===== config.mk =====
export PLATFORM = sky130hd
export DESIGN_NAME = acis_i2c_slave
export DESIGN_NICKNAME = d
export VERILOG_FILES = /design/src/acis_sync2.v /design/src/acis_i2c_slave.v
export VERILOG_INCLUDE_DIRS = /design/src
export SDC_FILE = /design/constraint.sdc
export NUM_CORES = 1
export LEC_CHECK = 0
export BUFFER_PORTS_ARGS = -buffer_cell sky130_fd_sc_hd__clkbuf_2
export CAP_MARGIN = 20
export CORE_UTILIZATION = 56
export CTS_BUF_LIST = sky130_fd_sc_hd__clkbuf_4 sky130_fd_sc_hd__clkbuf_8
export CTS_CLUSTER_SIZE = 28
export DETAILED_ROUTE_END_ITERATION = 6
export PLACE_DENSITY = 0.8
export SYNTH_ARGS = -nofsm -noshare
export SYNTH_HDL_FRONTEND = slang
export SYNTH_SLANG_ARGS = --single-unit

===== constraint.sdc =====
create_clock -name i_core_clk -period 5.6 [get_ports i_core_clk]
set_clock_uncertainty 0.1 [all_clocks]
set_input_delay 0.56 -clock i_core_clk [delete_from_list [all_inputs] [get_ports i_core_clk]]
set_output_delay 0.56 -clock i_core_clk [all_outputs]
set_load 0.01 [all_outputs]

===== src/acis_defs.vh =====
// Constants for the amplifier control two-wire slave
`ifndef ACIS_DEFS_VH
`define ACIS_DEFS_VH
`define ACIS_ADDR_BASE      5'h1B
`define ACIS_STRAP_GND      2'h0
`define ACIS_STRAP_35PCT    2'h1
`define ACIS_STRAP_65PCT    2'h2
`define ACIS_STRAP_BYP      2'h3
`define ACIS_STRAP_WAIT     2'h2
`define ACIS_DIR_WRITE      1'h0
`define ACIS_DIR_READ       1'h1
`define ACIS_REG_STAT_LAST  8'h07
`define ACIS_REG_CTRL_FIRST 8'h08
`define ACIS_REG_CTRL_LAST  8'h0D
`define ACIS_REG_CTRL7      8'h10
`define ACIS_REG_STAT5      8'h13
`define ACIS_REG_GAIN       8'h08
`define ACIS_CTRL_RESET     8'h00
`define ACIS_GAIN_W         2
`define ACIS_SYNC_MAX_HZ    2500000
`define ACIS_CLK_HZ         100000000
`endif


===== src/acis_sync2.v =====
// Two-stage synchroniser for asynchronous pin inputs
`timescale 1ns/1ns
`default_nettype none
module acis_sync2 #(
   parameter W = 1
) (
   input  wire         i_core_clk,
   input  wire         i_rst_n,
   input  wire [W-1:0] i_async,
   output reg  [W-1:0] o_sync
);
   reg [W-1:0] meta_q;
   // Meta stage feeds only the second stage
   always @(posedge i_core_clk) begin
      if (!i_rst_n) begin
         meta_q <= {W{1'b0}};
         o_sync <= {W{1'b0}};
      end else begin
         meta_q <= i_async;
         o_sync <= meta_q;
      end
   end
endmodule
`default_nettype wire


===== src/acis_i2c_slave.v =====
// Two-wire control port slave of a four-channel amplifier
`timescale 1ns/1ns
`default_nettype none
`include "acis_defs.vh"
module acis_i2c_slave (
   input  wire        i_core_clk,
   input  wire        i_rst_n,
   input  wire        i_scl,
   input  wire        i_sda,
   output reg         o_sda,
   output reg         o_sda_oe_n,
   input  wire [1:0]  i_addr_strap,
   input  wire [71:0] i_status,
   input  wire        i_oscillator_align_pin,
   output reg         o_osc_master,
   output reg         o_oscillator_align_pin,
   output reg         o_oscillator_align_oe_n,
   output reg         o_osc_tick,
   output reg  [7:0]  o_chan_gain,
   output reg  [55:0] o_ctrl,
   output reg         o_busy
);
   localparam ST_IDLE = 6'b000001;
   localparam ST_ADDR = 6'b000010;
   localparam ST_SUB  = 6'b000100;
   localparam ST_WDAT = 6'b001000;
   localparam ST_RDAT = 6'b010000;
   localparam ST_ACK  = 6'b100000;
   localparam integer SYNC_DIV = `ACIS_CLK_HZ / `ACIS_SYNC_MAX_HZ;

   wire [1:0] pins_s;
   wire [1:0] strap_s;
   wire       align_s;
   acis_sync2 #(.W(2)) u_bus_sync (
      .i_core_clk (i_core_clk),
      .i_rst_n    (i_rst_n),
      .i_async    ({i_scl, i_sda}),
      .o_sync     (pins_s)
   );
   acis_sync2 #(.W(3)) u_pin_sync (
      .i_core_clk (i_core_clk),
      .i_rst_n    (i_rst_n),
      .i_async    ({i_oscillator_align_pin, i_addr_strap}),
      .o_sync     ({align_s, strap_s})
   );

   reg  [1:0]  scl_q;
   reg  [1:0]  sda_q;
   reg  [5:0]  st_q;
   reg  [5:0]  ret_q;
   reg  [3:0]  bit_q;
   reg  [7:0]  shift_q;
   reg  [7:0]  ptr_q;
   reg         rd_q;
   reg         ack_drv_q;
   reg  [1:0]  strap_q;
   reg         strap_ok_q;
   reg  [1:0]  strap_wait_q;
   reg  [6:0]  ctrl_q [0:7];
   reg  [7:0]  ctrl_b_q [0:7];
   reg  [5:0]  div_q;
   reg         align_q;
   reg  [7:0]  rd_byte;
   wire        scl_rise;
   wire        scl_fall;
   wire        start_c;
   wire        stop_c;
   wire [6:0]  own_addr;
   wire [2:0]  ctrl_idx;
   wire        ctrl_hit;

   assign scl_rise = scl_q[0] & ~scl_q[1];
   assign scl_fall = ~scl_q[0] & scl_q[1];
   // Conditions only while SCL is steady high
   assign start_c  = scl_q[0] & scl_q[1] & sda_q[1] & ~sda_q[0];
   assign stop_c   = scl_q[0] & scl_q[1] & ~sda_q[1] & sda_q[0];
   assign own_addr = {`ACIS_ADDR_BASE, strap_q};
   assign ctrl_hit = (ptr_q >= `ACIS_REG_CTRL_FIRST && ptr_q <= `ACIS_REG_CTRL_LAST)
                     || ptr_q == `ACIS_REG_CTRL7;
   assign ctrl_idx = (ptr_q == `ACIS_REG_CTRL7) ? 3'h6 : ptr_q[2:0];

   // Read mux: status, control, else zero
   always @* begin
      rd_byte = 8'h00;
      if (ptr_q <= `ACIS_REG_STAT_LAST)
         rd_byte = i_status[ptr_q[2:0]*8 +: 8];
      else if (ptr_q == `ACIS_REG_STAT5)
         rd_byte = i_status[71:64];
      else if (ctrl_hit)
         rd_byte = ctrl_b_q[ctrl_idx];
   end

   // Strap caught after reset release, then held
   // Wait until the synchroniser has flushed its reset zeros
   always @(posedge i_core_clk) begin
      if (!i_rst_n) begin
         strap_q      <= `ACIS_STRAP_GND;
         strap_ok_q   <= 1'b0;
         strap_wait_q <= 2'h0;
      end else if (!strap_ok_q) begin
         if (strap_wait_q == `ACIS_STRAP_WAIT) begin
            strap_q    <= strap_s;
            strap_ok_q <= 1'b1;
         end else begin
            strap_wait_q <= strap_wait_q + 2'h1;
         end
      end
   end

   genvar g;
   generate
      for (g = 0; g < 8; g = g + 1) begin : g_ctrl
         always @(posedge i_core_clk) begin
            if (!i_rst_n)
               ctrl_b_q[g] <= `ACIS_CTRL_RESET;
            else if (st_q == ST_WDAT && bit_q == 4'h8 && scl_fall && ctrl_hit && ctrl_idx == g)
               ctrl_b_q[g] <= shift_q;
         end
         always @* ctrl_q[g] = ctrl_b_q[g][6:0];
      end
   endgenerate

   // Bus engine
   always @(posedge i_core_clk) begin
      if (!i_rst_n) begin
         scl_q      <= 2'h3;
         sda_q      <= 2'h3;
         st_q       <= ST_IDLE;
         ret_q      <= ST_IDLE;
         bit_q      <= 4'h0;
         shift_q    <= 8'h00;
         ptr_q      <= 8'h00;
         rd_q       <= 1'b0;
         ack_drv_q  <= 1'b0;
         o_sda      <= 1'b0;
         o_sda_oe_n <= 1'b1;
         o_busy     <= 1'b0;
      end else begin
         scl_q   <= {scl_q[0], pins_s[1]};
         sda_q   <= {sda_q[0], pins_s[0]};
         o_sda   <= 1'b0;
         o_busy  <= (st_q != ST_IDLE);
         if (start_c) begin
            st_q       <= ST_ADDR;
            bit_q      <= 4'h0;
            o_sda_oe_n <= 1'b1;
         end else if (stop_c) begin
            st_q       <= ST_IDLE;
            o_sda_oe_n <= 1'b1;
         end else begin
            case (st_q)
               ST_IDLE: o_sda_oe_n <= 1'b1;
               ST_ADDR, ST_SUB, ST_WDAT: begin
                  // Bits shift on rising edge, MSB first
                  if (scl_rise && bit_q < 4'h8) begin
                     shift_q <= {shift_q[6:0], sda_q[0]};
                     bit_q   <= bit_q + 4'h1;
                  end else if (scl_fall && bit_q == 4'h8) begin
                     bit_q <= 4'h0;
                     if (st_q == ST_ADDR) begin
                        if (shift_q[7:1] == own_addr) begin
                           rd_q       <= shift_q[0];
                           o_sda_oe_n <= 1'b0;
                           st_q       <= ST_ACK;
                           ret_q      <= (shift_q[0] == `ACIS_DIR_WRITE) ? ST_SUB : ST_RDAT;
                           if (shift_q[0] == `ACIS_DIR_READ)
                              shift_q <= rd_byte;
                        end else
                           st_q <= ST_IDLE;
                     end else begin
                        o_sda_oe_n <= 1'b0;
                        st_q       <= ST_ACK;
                        ret_q      <= ST_WDAT;
                        if (st_q == ST_SUB)
                           ptr_q <= shift_q;
                        else
                           ptr_q <= ptr_q + 8'h01;
                     end
                  end
               end
               ST_ACK: begin
                  // Release at end of acknowledge clock, or put out the first bit on a read
                  if (scl_fall) begin
                     o_sda_oe_n <= 1'b1;
                     st_q       <= ret_q;
                     ack_drv_q  <= 1'b0;
                     if (ret_q == ST_RDAT) begin
                        o_sda_oe_n <= shift_q[7];
                        shift_q    <= {shift_q[6:0], 1'b0};
                        bit_q      <= 4'h1;
                     end
                  end
               end
               ST_RDAT: begin
                  if (scl_fall && bit_q < 4'h8) begin
                     o_sda_oe_n <= shift_q[7];
                     shift_q    <= {shift_q[6:0], 1'b0};
                     bit_q      <= bit_q + 4'h1;
                  end else if (scl_fall && bit_q == 4'h8) begin
                     o_sda_oe_n <= 1'b1;
                     bit_q      <= 4'h9;
                  end else if (scl_rise && bit_q == 4'h9) begin
                     if (!sda_q[0]) begin
                        ptr_q   <= ptr_q + 8'h01;
                        ack_drv_q <= 1'b1;
                     end else
                        st_q <= ST_IDLE;
                  end else if (scl_fall && bit_q == 4'h9 && ack_drv_q) begin
                     shift_q    <= {rd_byte[6:0], 1'b0};
                     o_sda_oe_n <= rd_byte[7];
                     bit_q      <= 4'h1;
                     ack_drv_q  <= 1'b0;
                  end
               end
               default: st_q <= ST_IDLE;
            endcase
         end
      end
   end

   // SCL is never driven: no clock stretching

   // Gains and control outputs from registers
   always @(posedge i_core_clk) begin
      if (!i_rst_n) begin
         o_chan_gain <= 8'h00;
         o_ctrl      <= 56'h0;
      end else begin
         o_chan_gain <= ctrl_b_q[0];
         // Bit 48 is spare and reads zero
         o_ctrl      <= {ctrl_q[6], 1'b0, ctrl_b_q[5], ctrl_b_q[4], ctrl_b_q[3],
                         ctrl_b_q[2], ctrl_b_q[1], ctrl_b_q[0][7:0]};
      end
   end

   // Oscillator alignment: master drives pulses, slaves follow pin
   always @(posedge i_core_clk) begin
      if (!i_rst_n) begin
         div_q                   <= 6'h00;
         align_q                 <= 1'b0;
         o_osc_master            <= 1'b0;
         o_oscillator_align_pin  <= 1'b0;
         o_oscillator_align_oe_n <= 1'b1;
         o_osc_tick              <= 1'b0;
      end else begin
         align_q      <= align_s;
         o_osc_master <= strap_ok_q && strap_q == `ACIS_STRAP_GND;
         o_oscillator_align_pin <= 1'b0;
         if (o_osc_master) begin
            div_q <= (div_q == SYNC_DIV[5:0] - 6'h01) ? 6'h00 : div_q + 6'h01;
            o_oscillator_align_oe_n <= (div_q >= SYNC_DIV[5:0] / 6'h02);
            o_osc_tick <= (div_q == 6'h00);
         end else begin
            o_oscillator_align_oe_n <= 1'b1;
            o_osc_tick <= align_s & ~align_q;
         end
      end
   end
endmodule
`default_nettype wire


==> metrics.csv <==
metric,value,unit
status,"complete, no violations",
drv_slew,0,
fp.coreArea,15200,sq um
cts_made_buffers,17,
critPathLaunchType,register,
setup_tns,0,ps
p_per_area,266,nW/um^2
utilization,0.644,
power.total,2.60,mW
ctsHoldBuffers,0,
worstHoldEndpoint,u_bus_sync.meta_q[1],
synth_edf_count,64,
finalCritPeriodShare,0.604,
die_area,16000,sq um
reg2reg_depth,9,
diodes,0,
drt_pass1_iterations,5,
clkSinkCount,181,
drive_gt1_frac,0.242,
synth_top_flop_cell,dfxtp_1,
synthArstFlopShare,0,
io_buffers,146,
initial_core_util,0.573,
crit_type,register to register,
synth_cells,839,
worst_slew_pin_slew,984,ps
peakVddDrop,0.218,mV
synth-seq-cells,181,
cts.path.max_buffers,2,
synth-compound-area-share,0.108,
finalHoldViolCount,0,
die_h,127,um
hold_slack,179,ps
synthAdderAreaFrac,0.0158,
power.share.switching,0.259,
grt_overflow_total,0,
synthSimpleGateAreaFrac,0.242,
viasPerCell,6.18,
yosysSeqAreaShare,0.490,
cts_root_buffer,clkbuf_8,
setup_viol,0,
fin_cells,1142,
cts_setup_buffers,0,
worstPathRequired,5840,ps
synth_xor_area_frac,0.0101,
grt_use_total,0.285,
syn_to_final_growth,12.4,%
grt_pass1_vias,6390,
grt_antenna_before_repair,0,
grt_pass1_wl,34700,um
reg2reg_from,ptr_q[0],
nets,1031,
clkSlewWorstSetupHoldPaths,100,ps
ios,150,
gp_congestion,0.925,
insertion_delay,480,ps
wl,22300,um
placed_cells_incl_taps,1110,
drtAntennaViolNets,0,
route.detailed.drc,0,
synth_top_family_by_area,simple AND/OR/NAND/NOR gates,
cap_violations,0,
post_synth_num_cell_types,73,
synth.avg_cell_area,10.4,sq um
path_max_fanout,43,
drt_iter0_drc,793,
p_sw,0.673,mW
holdCritStartpoint,i_scl,
final_common_cell,clkbuf_2,
max_freq,0.295,GHz
endpoint_kind,register,
combPwrFrac,0.089,
vias,7054,
die_w,127,um
min_period,3380,ps
critPathArrivalTime,3630,ps
synthMuxAreaShare,0.0891,
hold_path.class,primary input to register,
grt_max_degree,97,
core.rowCount,45,
final_cell_mix,"146 x clkbuf_2, 115 x dfxtp_1, 85 x and2_1",
p_clk_frac,0.350,
wire_per_inst,19.5,um
whs_path_depth,2,
pwr-share-seq,0.561,
r2r_slack,2220,ps
power_leakage,4.09,nW
yosys_warnings,0,
p_int,1.93,mW
synth_area,8700,sq um
place_hpwl,15300,um
rsz0062_at_grt,false,
relSlewSlack,0.344,
cts_max_level,4,
cts_resized,0,
rr_endpoint,ctrl_b_q[3][1],
cts_tree,built,
## through the flow
step           setup WS (ps)  cell area, sq um
2_1_floorplan           2770              8710
3_3_place_gp            2420              9380
3_5_place_dp            2310              9380
4_1_cts                 2290              9790
5_1_grt                 1970              9790
6_report                2220              9790
## sequential cells by signal (all words and copies together), names as in the netlist, 3 cells and up
register	cells
o_ctrl	47
div_q	6
ptr_q	8
bit_q	4
o_chan_gain	8
ctrl_b_q	64
st_q	6
u_pin_sync.o_sync	3
u_pin_sync.meta_q	3
shift_q	8
ret_q	4
## cells in the mapped netlist, types with 15 or more instances
library cell	count	area, sq um
a21oi_1	30	150
and2_1	85	532
and3_1	58	363
buf_2	18	90.1
clkbuf_1	36	135
dfxtp_1	117	2340
edfxtp_1	64	1920
mux4_2	27	608
nand2_1	54	203
nand3_1	15	75.1
nor2_1	63	236
o21ai_0	33	165
## area by class of cell
type | instances | area, sq um
inverters | 13 | 48.8
flip-flops and latches | 181 | 4270
fillers | 1200 | 5420
well taps | 188 | 235
clock buffers | 17 | 234
clock inverters | 15 | 169
repair buffers | 152 | 776
multi-input cells | 576 | 4060
## power by group through the flow
stage	clock network, mW	registers (mW)	logic [mW]
floorplan	0	1.47	0.159
global placement	0	1.49	0.225
detailed placement	0	1.49	0.229
CTS	0.917	1.46	0.231
global route	0.973	1.46	0.255
finish	0.911	1.46	0.230
## worst max path at each step
stage | start | end | slack, ps | cells past startpoint
CTS | ptr_q[0] | ctrl_b_q[3][1] | 2290 | 9
detailed placement | ptr_q[0] | ctrl_b_q[3][1] | 2310 | 9
floorplan | ptr_q[0] | shift_q[2] | 2770 | 12
finish | ptr_q[0] | ctrl_b_q[3][1] | 2220 | 9
global placement | ptr_q[0] | ctrl_b_q[0][7] | 2420 | 9
global route | ptr_q[0] | ctrl_b_q[0][5] | 1970 | 9
## logic make-up after synthesis
family / count (synthesis)
and+or+nand+nor: 370
DFF: 181
AOI/OAI and AO/OA: 139
buffers and inverters: 84
muxes: 43
adders and majority gates: 11
xor gates and xnor gates: 10
other: 1
## routing by layer
metal / vias to the layer above / track usage / share of wire
met5: - / 0 / 0
met4: 0 / 0.104 / 0.022
met3: 42 / 0.0620 / 0.10
met2: 435 / 0.430 / 0.45
met1: 3338 / 0.405 / 0.42
li1: 3239 / - / -
## worst max-delay path, cell delays in order, from the launching register on
cell	delay [ps]
dfxtp_2	330
buf_4	350
inv_1	210
ha_1	180
nand3b_1	150
a21oi_1	290
o2111ai_1	240
or2_1	340
nor2_2	760
and3_1	280
(Power assumes the default switching activity.)
